===== config.mk =====
export PLATFORM = sky130hd
export DESIGN_NAME = tcc_channel
export DESIGN_NICKNAME = d
export VERILOG_FILES = /design/src/shared/tcc_pkg.sv /design/src/core/tcc_counter.sv /design/src/core/tcc_channel.sv
export VERILOG_INCLUDE_DIRS = /design/src /design/src/shared
export SDC_FILE = /design/constraint.sdc
export NUM_CORES = 1
export LEC_CHECK = 0
export BUFFER_PORTS_ARGS = -buffer_cell sky130_fd_sc_hd__buf_2
export CORE_ASPECT_RATIO = 0.6
export CORE_MARGIN = 8
export CORE_UTILIZATION = 30
export CTS_CLUSTER_SIZE = 28
export DETAILED_ROUTE_END_ITERATION = 8
export PLACE_DENSITY = 0.49
export REMOVE_ABC_BUFFERS = 1
export SETUP_SLACK_MARGIN = 0.05
export SLEW_MARGIN = 40
export SYNTH_ARGS = -nofsm -noshare
export SYNTH_HDL_FRONTEND = slang
export SYNTH_SLANG_ARGS = --single-unit

===== constraint.sdc =====
create_clock -name pclk -period 3.3 [get_ports pclk]
set_input_delay 0.495 -clock pclk [delete_from_list [all_inputs] [get_ports pclk]]
set_output_delay 0.495 -clock pclk [all_outputs]
set_load 0.02 [all_outputs]

===== src/shared/tcc_consts.svh =====
// Constants for the timer channel clock and trigger control block
// ============================================================
`ifndef TCC_CONSTS_SVH
`define TCC_CONSTS_SVH

// ============================================================
// Register offsets (byte addresses)
`define TCC_ADDR_W 8
`define TCC_OFF_CTRL 8'h00
`define TCC_OFF_MODE 8'h04
`define TCC_OFF_CMPC 8'h08
`define TCC_OFF_CV 8'h0c
`define TCC_OFF_CAPB 8'h10
`define TCC_OFF_STATUS 8'h14

// ============================================================
// Field positions
`define TCC_CTRL_EN_BIT 0
`define TCC_CTRL_DIS_BIT 1
`define TCC_CTRL_SWTRG_BIT 2
`define TCC_MODE_W 7
`define TCC_MODE_WAVE_BIT 0
`define TCC_MODE_BSTOP_BIT 1
`define TCC_MODE_BDIS_BIT 2
`define TCC_MODE_CSTOP_BIT 3
`define TCC_MODE_CDIS_BIT 4
`define TCC_MODE_CPCTRG_BIT 5
`define TCC_MODE_EXTTRG_BIT 6
`define TCC_ST_ENABLED_BIT 0
`define TCC_ST_RUN_BIT 1
`define TCC_ST_LDB_BIT 2
`define TCC_ST_CPC_BIT 3

// ============================================================
// Reset values
`define TCC_MODE_RST 7'h00
`define TCC_CMPC_RST_BIT 1'b1

`endif


===== src/shared/tcc_pkg.sv =====
// Types for the timer channel clock and trigger control block
package tcc_pkg;
	// Counter clock gating state, one-hot
	typedef enum logic [2:0] {
		TCC_CLK_OFF = 3'b001,
		TCC_CLK_STOP = 3'b010,
		TCC_CLK_RUN = 3'b100
	} tcc_clk_state_type;
endpackage


===== src/core/tcc_counter.sv =====
// Channel counter with active-edge detect and deferred trigger
`timescale 1ns/1ns
module tcc_counter import tcc_pkg::*; #(
	parameter int COUNT_W = 16
) (
	input wire logic pclk,
	input wire logic presetn,
	input wire logic sel_clk,
	input wire logic trigger,
	input wire logic clk_enabled,
	input wire logic clk_running,
	input wire logic [COUNT_W-1:0] compare_c,
	output logic active_edge,
	output logic trig_fire,
	output logic cmp_c_hit,
	output logic [COUNT_W-1:0] count
);

	logic sel_clk_prev_r;
	logic trig_pend_r;
	logic cmp_r;
	logic [COUNT_W-1:0] count_r;
	logic [COUNT_W-1:0] count_nxt;

	// ============================================================
	// Edge detect of the selected clock, sampled on pclk
	assign active_edge = sel_clk & ~sel_clk_prev_r;
	assign trig_fire = active_edge & trig_pend_r & clk_enabled;

	always_ff @(posedge pclk or negedge presetn) begin
		if (!presetn) begin
			sel_clk_prev_r <= 1'b0;
		end else begin
			sel_clk_prev_r <= sel_clk;
		end
	end

	// Trigger waits for the next active edge; dropped when disabled
	always_ff @(posedge pclk or negedge presetn) begin
		if (!presetn) begin
			trig_pend_r <= 1'b0;
		end else if (!clk_enabled) begin
			trig_pend_r <= 1'b0;
		end else if (trigger) begin
			trig_pend_r <= 1'b1;
		end else if (active_edge) begin
			trig_pend_r <= 1'b0;
		end
	end

	// ============================================================
	// Counting and compare with register C
	always_comb begin
		if (trig_fire) begin
			count_nxt = '0;
		end else if (active_edge && clk_running && clk_enabled) begin
			count_nxt = count_r + 1'b1;
		end else begin
			count_nxt = count_r;
		end
	end

	// Match is taken only on a counting edge, so a parked count never rehits
	always_ff @(posedge pclk or negedge presetn) begin
		if (!presetn) begin
			count_r <= '0;
			cmp_r <= 1'b0;
		end else begin
			count_r <= count_nxt;
			cmp_r <= active_edge & clk_running & clk_enabled & ~trig_fire &
				(count_nxt == compare_c);
		end
	end

	assign cmp_c_hit = cmp_r;
	assign count = count_r;

endmodule // tcc_counter


===== src/core/tcc_channel.sv =====
// One timer channel: APB registers, clock gating, modes and triggers
//
// The implementer's own choices: the APB slave port and the register offsets.
`timescale 1ns/1ns
`include "tcc_consts.svh"
module tcc_channel import tcc_pkg::*; #(
	parameter int COUNT_W = 16
) (
	input wire logic pclk,
	input wire logic presetn,
	input wire logic psel,
	input wire logic penable,
	input wire logic pwrite,
	input wire logic [`TCC_ADDR_W-1:0] paddr,
	input wire logic [31:0] pwdata,
	output logic [31:0] prdata,
	output logic pready,
	output logic pslverr,
	input wire logic counter_clk,
	input wire logic sync_trigger,
	input wire logic channel_io_a_in,
	output logic channel_io_a_out,
	output logic channel_io_a_oe,
	input wire logic channel_io_b_in,
	output logic channel_io_b_out,
	output logic channel_io_b_oe
);

	// ============================================================
	// Declarations
	tcc_clk_state_type state_r, state_nxt;
	logic [`TCC_MODE_W-1:0] channel_mode_reg_r;
	logic [COUNT_W-1:0] compare_register_c_r, capture_register_b_r, count;
	logic [31:0] prdata_r, rd_mux, channel_status_reg;
	logic ldb_flag_r, cpc_flag_r, io_a_prev_r, io_b_prev_r, io_a_out_r;
	logic io_b_out_r, wr_acc, rd_acc, mapped, status_read, sw_trigger;
	logic clock_enable_cmd, clock_disable_cmd, wave_mode, compare_c_triggers;
	logic capture_b_load_stops_clock, capture_b_load_disables_clock;
	logic compare_c_stops_clock, compare_c_disables_clock, ext_trigger_en;
	logic io_a_rise, io_b_rise, cap_b_load, ext_trigger, any_trigger;
	logic hw_disable, stop_event, active_edge, trig_fire, cmp_c_hit;
	logic clk_enabled, clk_running;

	// Word address match; low two address bits are ignored
	function automatic logic reg_hit(
		input logic [`TCC_ADDR_W-1:0] a,
		input logic [`TCC_ADDR_W-1:0] off
	);
		return a[`TCC_ADDR_W-1:2] == off[`TCC_ADDR_W-1:2];
	endfunction

	// ============================================================
	// APB slave: zero wait states, error on unmapped addresses
	assign wr_acc = psel & penable & pwrite;
	assign rd_acc = psel & penable & ~pwrite;
	assign mapped = reg_hit(paddr, `TCC_OFF_CTRL) |
		reg_hit(paddr, `TCC_OFF_MODE) | reg_hit(paddr, `TCC_OFF_CMPC) |
		reg_hit(paddr, `TCC_OFF_CV) | reg_hit(paddr, `TCC_OFF_CAPB) |
		reg_hit(paddr, `TCC_OFF_STATUS);
	assign pready = 1'b1;
	assign pslverr = psel & penable & ~mapped;
	assign prdata = prdata_r;
	assign status_read = rd_acc & reg_hit(paddr, `TCC_OFF_STATUS);

	// Control register is write-only: each set bit is a one-cycle command
	assign clock_enable_cmd = wr_acc & reg_hit(paddr, `TCC_OFF_CTRL) &
		pwdata[`TCC_CTRL_EN_BIT];
	assign clock_disable_cmd = wr_acc & reg_hit(paddr, `TCC_OFF_CTRL) &
		pwdata[`TCC_CTRL_DIS_BIT];
	assign sw_trigger = wr_acc & reg_hit(paddr, `TCC_OFF_CTRL) &
		pwdata[`TCC_CTRL_SWTRG_BIT];

	// Mode and compare registers
	always_ff @(posedge pclk or negedge presetn) begin
		if (!presetn) begin
			channel_mode_reg_r <= `TCC_MODE_RST;
			compare_register_c_r <= {COUNT_W{`TCC_CMPC_RST_BIT}};
		end else if (wr_acc && reg_hit(paddr, `TCC_OFF_MODE)) begin
			channel_mode_reg_r <= pwdata[`TCC_MODE_W-1:0];
		end else if (wr_acc && reg_hit(paddr, `TCC_OFF_CMPC)) begin
			compare_register_c_r <= pwdata[COUNT_W-1:0];
		end
	end

	// Status word; reserved bits read zero
	always_comb begin
		channel_status_reg = '0;
		channel_status_reg[`TCC_ST_ENABLED_BIT] = clk_enabled;
		channel_status_reg[`TCC_ST_RUN_BIT] = clk_running;
		channel_status_reg[`TCC_ST_LDB_BIT] = ldb_flag_r;
		channel_status_reg[`TCC_ST_CPC_BIT] = cpc_flag_r;
	end

	// Read mux, sampled into a flop during the setup phase
	always_comb begin
		rd_mux = '0;
		if (reg_hit(paddr, `TCC_OFF_MODE)) begin
			rd_mux[`TCC_MODE_W-1:0] = channel_mode_reg_r;
		end else if (reg_hit(paddr, `TCC_OFF_CMPC)) begin
			rd_mux[COUNT_W-1:0] = compare_register_c_r;
		end else if (reg_hit(paddr, `TCC_OFF_CV)) begin
			rd_mux[COUNT_W-1:0] = count;
		end else if (reg_hit(paddr, `TCC_OFF_CAPB)) begin
			rd_mux[COUNT_W-1:0] = capture_register_b_r;
		end else if (reg_hit(paddr, `TCC_OFF_STATUS)) begin
			rd_mux = channel_status_reg;
		end
	end

	always_ff @(posedge pclk or negedge presetn) begin
		if (!presetn) begin
			prdata_r <= '0;
		end else if (psel && !penable && !pwrite) begin
			prdata_r <= rd_mux;
		end
	end

	// ============================================================
	// Mode decode and channel line direction
	assign wave_mode = channel_mode_reg_r[`TCC_MODE_WAVE_BIT];
	assign capture_b_load_stops_clock =
		channel_mode_reg_r[`TCC_MODE_BSTOP_BIT];
	assign capture_b_load_disables_clock =
		channel_mode_reg_r[`TCC_MODE_BDIS_BIT];
	assign compare_c_stops_clock = channel_mode_reg_r[`TCC_MODE_CSTOP_BIT];
	assign compare_c_disables_clock =
		channel_mode_reg_r[`TCC_MODE_CDIS_BIT];
	assign compare_c_triggers = channel_mode_reg_r[`TCC_MODE_CPCTRG_BIT];
	assign ext_trigger_en = channel_mode_reg_r[`TCC_MODE_EXTTRG_BIT];

	assign channel_io_a_oe = wave_mode;
	assign channel_io_b_oe = wave_mode & ~ext_trigger_en;
	assign channel_io_a_out = io_a_out_r;
	assign channel_io_b_out = io_b_out_r;

	// Line edges; inputs are already synchronous to pclk
	always_ff @(posedge pclk or negedge presetn) begin
		if (!presetn) begin
			io_a_prev_r <= 1'b0;
			io_b_prev_r <= 1'b0;
		end else begin
			io_a_prev_r <= channel_io_a_in;
			io_b_prev_r <= channel_io_b_in;
		end
	end
	assign io_a_rise = channel_io_a_in & ~io_a_prev_r;
	assign io_b_rise = channel_io_b_in & ~io_b_prev_r;

	// ============================================================
	// Events and trigger sources
	// Capture loads only while counting, else register B would hold stale 0
	assign cap_b_load = ~wave_mode & io_b_rise & clk_running;
	// External source: line A in capture, line B in waveform
	assign ext_trigger = ext_trigger_en &
		(wave_mode ? io_b_rise : io_a_rise);
	assign any_trigger = sw_trigger | sync_trigger | ext_trigger |
		(cmp_c_hit & compare_c_triggers);
	assign hw_disable = (cap_b_load & capture_b_load_disables_clock) |
		(cmp_c_hit & wave_mode & compare_c_disables_clock);
	assign stop_event = (cap_b_load & capture_b_load_stops_clock) |
		(cmp_c_hit & wave_mode & compare_c_stops_clock);

	// ============================================================
	// Clock gating state machine
	// Disable command wins over enable; an enable beats a hardware disable
	always_comb begin
		state_nxt = state_r;
		case (state_r)
		TCC_CLK_OFF: begin
			if (clock_enable_cmd && !clock_disable_cmd) begin
				state_nxt = TCC_CLK_STOP;
			end
		end
		TCC_CLK_STOP: begin
			if (clock_disable_cmd || (hw_disable && !clock_enable_cmd)) begin
				state_nxt = TCC_CLK_OFF;
			end else if (trig_fire) begin
				state_nxt = TCC_CLK_RUN;
			end
		end
		TCC_CLK_RUN: begin
			if (clock_disable_cmd || (hw_disable && !clock_enable_cmd)) begin
				state_nxt = TCC_CLK_OFF;
			end else if (trig_fire) begin
				state_nxt = TCC_CLK_RUN;
			end else if (stop_event) begin
				state_nxt = TCC_CLK_STOP;
			end
		end
		default: begin
			state_nxt = TCC_CLK_OFF;
		end
		endcase
	end

	always_ff @(posedge pclk or negedge presetn) begin
		if (!presetn) begin
			state_r <= TCC_CLK_OFF;
		end else begin
			state_r <= state_nxt;
		end
	end

	assign clk_enabled = (state_r != TCC_CLK_OFF);
	assign clk_running = (state_r == TCC_CLK_RUN);

	// ============================================================
	// Counter core
	tcc_counter #(
		.COUNT_W(COUNT_W)
	) u_counter (
		.pclk(pclk),
		.presetn(presetn),
		.sel_clk(counter_clk),
		.trigger(any_trigger),
		.clk_enabled(clk_enabled),
		.clk_running(clk_running),
		.compare_c(compare_register_c_r),
		.active_edge(active_edge),
		.trig_fire(trig_fire),
		.cmp_c_hit(cmp_c_hit),
		.count(count)
	);

	// Capture register B
	always_ff @(posedge pclk or negedge presetn) begin
		if (!presetn) begin
			capture_register_b_r <= '0;
		end else if (cap_b_load) begin
			capture_register_b_r <= count;
		end
	end

	// Sticky event flags; a read clears only the bits its word returned,
	// so an event between setup and access is not lost; a new event wins
	always_ff @(posedge pclk or negedge presetn) begin
		if (!presetn) begin
			ldb_flag_r <= 1'b0;
			cpc_flag_r <= 1'b0;
		end else begin
			ldb_flag_r <= cap_b_load |
				(ldb_flag_r & ~(status_read & prdata_r[`TCC_ST_LDB_BIT]));
			cpc_flag_r <= cmp_c_hit |
				(cpc_flag_r & ~(status_read & prdata_r[`TCC_ST_CPC_BIT]));
		end
	end

	// Minimal waveform: A toggles on compare C, B shows running
	always_ff @(posedge pclk or negedge presetn) begin
		if (!presetn) begin
			io_a_out_r <= 1'b0;
			io_b_out_r <= 1'b0;
		end else begin
			io_b_out_r <= wave_mode & clk_running;
			if (!wave_mode) begin
				io_a_out_r <= 1'b0;
			end else if (cmp_c_hit) begin
				io_a_out_r <= ~io_a_out_r;
			end
		end
	end

	// ============================================================
	// Assertions
	property p_enable_cmd;
		@(posedge pclk) disable iff (!presetn)
		clock_enable_cmd && !clock_disable_cmd |=> clk_enabled;
	endproperty
	a_enable_cmd: assert property (p_enable_cmd)
		else $error("enable command did not enable the clock");

	property p_disable_cmd;
		@(posedge pclk) disable iff (!presetn)
		clock_disable_cmd |=> state_r == TCC_CLK_OFF ##1 !clk_running;
	endproperty
	a_disable_cmd: assert property (p_disable_cmd)
		else $error("disable command did not disable the clock");

	property p_ldb_disable;
		@(posedge pclk) disable iff (!presetn)
		io_b_rise && !wave_mode && clk_running &&
			capture_b_load_disables_clock && !clock_enable_cmd
		|=> state_r == TCC_CLK_OFF;
	endproperty
	a_ldb_disable: assert property (p_ldb_disable)
		else $error("register B load did not disable the clock");

	property p_cpc_disable;
		@(posedge pclk) disable iff (!presetn)
		cmp_c_hit && wave_mode && compare_c_disables_clock &&
			!clock_enable_cmd
		|=> state_r == TCC_CLK_OFF;
	endproperty
	a_cpc_disable: assert property (p_cpc_disable)
		else $error("compare C did not disable the clock");

	property p_off_holds;
		@(posedge pclk) disable iff (!presetn)
		!clk_enabled && !clock_enable_cmd |=> !clk_enabled;
	endproperty
	a_off_holds: assert property (p_off_holds)
		else $error("clock left the disabled state without a command");

	property p_status_read;
		@(posedge pclk) disable iff (!presetn)
		psel && !penable && !pwrite && reg_hit(paddr, `TCC_OFF_STATUS)
		|=> prdata[`TCC_ST_ENABLED_BIT] == $past(clk_enabled);
	endproperty
	a_status_read: assert property (p_status_read)
		else $error("status read does not show the enable state");

	property p_trig_start;
		@(posedge pclk) disable iff (!presetn)
		trig_fire && !clock_disable_cmd && !hw_disable
		|=> clk_running && count == '0;
	endproperty
	a_trig_start: assert property (p_trig_start)
		else $error("trigger did not clear and start the counter");

	property p_ldb_stop;
		@(posedge pclk) disable iff (!presetn)
		cap_b_load && capture_b_load_stops_clock && !hw_disable &&
			!trig_fire && !clock_disable_cmd
		|=> state_r == TCC_CLK_STOP;
	endproperty
	a_ldb_stop: assert property (p_ldb_stop)
		else $error("register B load did not stop the clock");

	property p_cpc_stop;
		@(posedge pclk) disable iff (!presetn)
		cmp_c_hit && wave_mode && compare_c_stops_clock && !hw_disable &&
			!trig_fire && !clock_disable_cmd && clk_running
		|=> state_r == TCC_CLK_STOP;
	endproperty
	a_cpc_stop: assert property (p_cpc_stop)
		else $error("compare C did not stop the clock");

	property p_line_dir;
		@(posedge pclk) disable iff (!presetn)
		(!wave_mode |-> !channel_io_a_oe && !channel_io_b_oe) and
		(wave_mode |-> channel_io_a_oe &&
			(channel_io_b_oe == !ext_trigger_en));
	endproperty
	a_line_dir: assert property (p_line_dir)
		else $error("channel line direction wrong for the mode");

	property p_count_step;
		@(posedge pclk) disable iff (!presetn)
		active_edge && clk_running && !trig_fire
		|=> count == $past(count) + 1'b1;
	endproperty
	a_count_step: assert property (p_count_step)
		else $error("counter did not step on an active edge");

	property p_trig_waits;
		@(posedge pclk) disable iff (!presetn)
		clk_enabled && !clk_running && !active_edge && !clock_disable_cmd
		|=> !clk_running;
	endproperty
	a_trig_waits: assert property (p_trig_waits)
		else $error("clock started without an active edge");

	c_trig_run: cover property (@(posedge pclk) disable iff (!presetn)
		trig_fire ##1 clk_running);
	c_cpc_stop: cover property (@(posedge pclk) disable iff (!presetn)
		cmp_c_hit && wave_mode ##1 state_r == TCC_CLK_STOP);
	c_ldb_load: cover property (@(posedge pclk) disable iff (!presetn)
		cap_b_load);
	c_unmapped: cover property (@(posedge pclk) disable iff (!presetn)
		pslverr);

endmodule // tcc_channel


==> metrics.txt <==
r2r setup slk 540 ps; initial DRC count 271; final period utilization roughly 84%; DP Wirelength 9.202 mm; core area approximately 15,000 µm²; Post-DP Area just under 5000 µm²; hold_buf cts 0; proportion of layout cells with a drive suffix above 1 ~25%; initial antenna violation count 0; total gr overflow 0; largest net degree at the start of global routing 84; Final Setup Violations 0; Die ar. 19,120 µm²; Die X 173.3 µm; crit path max fanout 9; CP Class flop to flop; Max-Slew Margin vs Limit between 40 and 50%; worst skew pair latency 350 ps; cells resized by post-CTS repair 0; Yosys Warn Count 0; most frequent cells in the layout nand2_1 (72), dfrtp_1 (66), nor2_1 (51), buf_2 (50), a21oi_1 (38); #FFs+latches synth between 80 and 90; Post-Synth Simple-Gate Area 21.25%; outcome finished clean; Final Instance Area slightly above 5000 µm²; crit-path cells or3b_1 > nor4_4 > nand3_1 > mux2i_1 > xnor2_1 > o2111ai_1 > nor4_2; share of Yosys cell area claimed by the top area cell type between 30% and 40%; Via Count approximately 3,500; RSZ-0062 raised after global routing no; leading area contributor after synthesis dfrtp_1; number of global-route vias before repair between 3,000 and 4,000; Worst Reg-to-Reg Cells 7; CTS tree built; CTS buffer count 9; Initial Util a little under a third; overall routing resource usage 13.52%; Root Driver clkbuf_16; first-pass GRT wire length approximately 20 mm; port bufs between 50 and 60; Reg-to-Reg Start state_r[2]; Compound-Gate Fraction of Synth Area about 14%; Max Cap Violations 0; CTS clk-pin slew, worst paths roughly 70 ps; WL/cell roughly 18 µm; Setup Fix Bufs, Post-CTS 0; most common cell after layout, fill and taps aside nand2_1; clock period minus worst slack 2756 ps; final hold viol count 0; Yosys cell types 64; fin. max-slew vios 0; post-synthesis xor/xnor area fraction about 3.7%; critical path required time 3550 ps; syn avg cell area approximately 9.5 µm²; dominant cells by area after synthesis dfrtp_1 (37%), dfstp_2 (10%), nand2_1 (6.1%); Seq/Total Area, Yosys 47.13%; n_diodes 0; met2 WL 4.752 mm; CP peak stage delay ~550 ps; Synth Instances 467; post-synthesis mux area share 7.167%; drt pass-1 iters 5; TritonCTS Sinks 83; main flop type after synthesis dfrtp_1; Max IR drop VDD between 0.15 and 0.2 mV; Final GP Congestion 0.8422; Post-synth EDFFs 0; final WL ~13 mm; clock buffer depth 2; cell area after synthesis 4452 µm²; top layer in use met4; number of routed nets with antenna violations 0; Fillers 1,476; WHS roughly 190 ps; slowest cell on the critical path or3b_1; placement row count 34; Setup Skew between 8 and 9 ps; fmax approximately 360 MHz; Reg-to-Reg End u_counter.cmp_c_hit; largest family of logic cells by synthesized area simple AND/OR/NAND/NOR gates; Synth async-reset ratio between 90% and 100%; Worst setup SP type flop; die extent in y around 110 µm; Nets ~560; Setup crit end kind flop; total negative slack 0 ps; H-Tree Depth 3; Hold Crit Class primary input to async pin; CP top delay family simple AND/OR/NAND/NOR gates; DR vias/cell roughly 4.9; Worst-Margin Slew ~850 ps; CP Data Arrival Time roughly 3000 ps; Synth Area in Adders less than 1%; met3 WL 853 µm; I/O pin total a little under 90; static leakage around 2.3 nW; Pwr Density between 400 and 500 nW/µm²; P&R area growth vs syn 15.32%; # DRC 0; WP buf/inv 0; met1 wire length 7.018 mm
==> cells by family after synthesis <==
family	Yosys count
AOI/OAI and AO/OA	93
buffers and inverters	54
other	2
adders and majority gates	1
and+or+nand+nor	187
muxes	29
xor gates and xnor gates	18
DFF	83
==> where the power goes <==
group | internal [mW] | total (mW) | switching [mW] | leakage [nW]
Clock | 0.531 | 1.01 | 0.478 | 0.139
Sequential | 1.08 | 1.14 | 0.0539 | 1.04
Combinational | 0.100 | 0.275 | 0.174 | 1.09
==> sequential cells by signal (all words and copies together) (netlist names) <==
name and cells:
capture_register_b_r 16, u_counter.cmp_c_hit 1, ldb_flag_r 1, compare_register_c_r 16
channel_io_b_out 1, u_counter.sel_clk_prev_r 1, io_a_prev_r 1, u_counter.trig_pend_r 1
channel_mode_reg_r 7, prdata 16, cpc_flag_r 1, u_counter.count 16
channel_io_a_out 1, io_b_prev_r 1, state_r 3
==> routing by layer <==
layer | global-route usage (%) | up-vias
met5 | 0 | -
met4 | 3.123 | 0
met3 | 4.218 | 13
met2 | 17.44 | 123
met1 | 20.93 | 1699
li1 | - | 1683
==> worst max-delay path by stage <==
stage                                  start             endpoint  slack (ps)  cells after the start
after global routing              state_r[2]  u_counter.cmp_c_hit         380                      7
after detailed placement  u_counter.count[0]  u_counter.cmp_c_hit         570                      8
after floorplan                     paddr[3]           cpc_flag_r         320                      6
final                             state_r[2]  u_counter.cmp_c_hit         540                      7
after CTS                 u_counter.count[0]  u_counter.cmp_c_hit         550                      8
after global placement    u_counter.count[0]  u_counter.cmp_c_hit         590                      8
==> final cells by class <==
cell class / count / area, µm² / area share, %
Timing Repair Buffer: 59 / 324.1 / 6.312
Clock inverter: 7 / 71.32 / 1.389
Clock buffer: 9 / 225.2 / 4.387
Inverter: 10 / 37.54 / 0.7312
Tap cell: 198 / 247.7 / 4.826
Multi-Input combinational cell: 345 / 2130 / 41.48
Sequential cell: 83 / 2098 / 40.87
==> synth_stat cells, types with 7 or more instances <==
cell type,n
o21ai_0,10
dfrtp_1,66
a221oi_1,7
nand3_1,10
a21oi_1,38
xnor2_1,15
clkbuf_1,20
buf_4,19
inv_1,10
dfstp_2,17
nand2_1,72
a22oi_1,15
mux2_2,23
nor2_1,51
==> worst register-to-register path, delay by kind of cell (launching register included) <==
family | cells | cell delay (ps)
xor gates and xnor gates | 1 | 190
and+or+nand+nor | 4 | 1510
muxes | 1 | 280
DFF | 1 | 510
AOI/OAI and AO/OA | 1 | 180
==> metrics by stage <==
step	setup slack (ps)	utilization (%)	instances	power, mW
2_1_floorplan	318.9	-	438	1.303
6_report	544.4	35.39	711	2.419
4_1_cts	546.4	35.37	711	2.440
3_5_place_dp	567.5	33.33	695	1.432
5_1_grt	376.8	35.39	711	2.517
3_3_place_gp	594.8	33.30	695	1.427
Note: power is estimated with default switching activity, not from simulation.
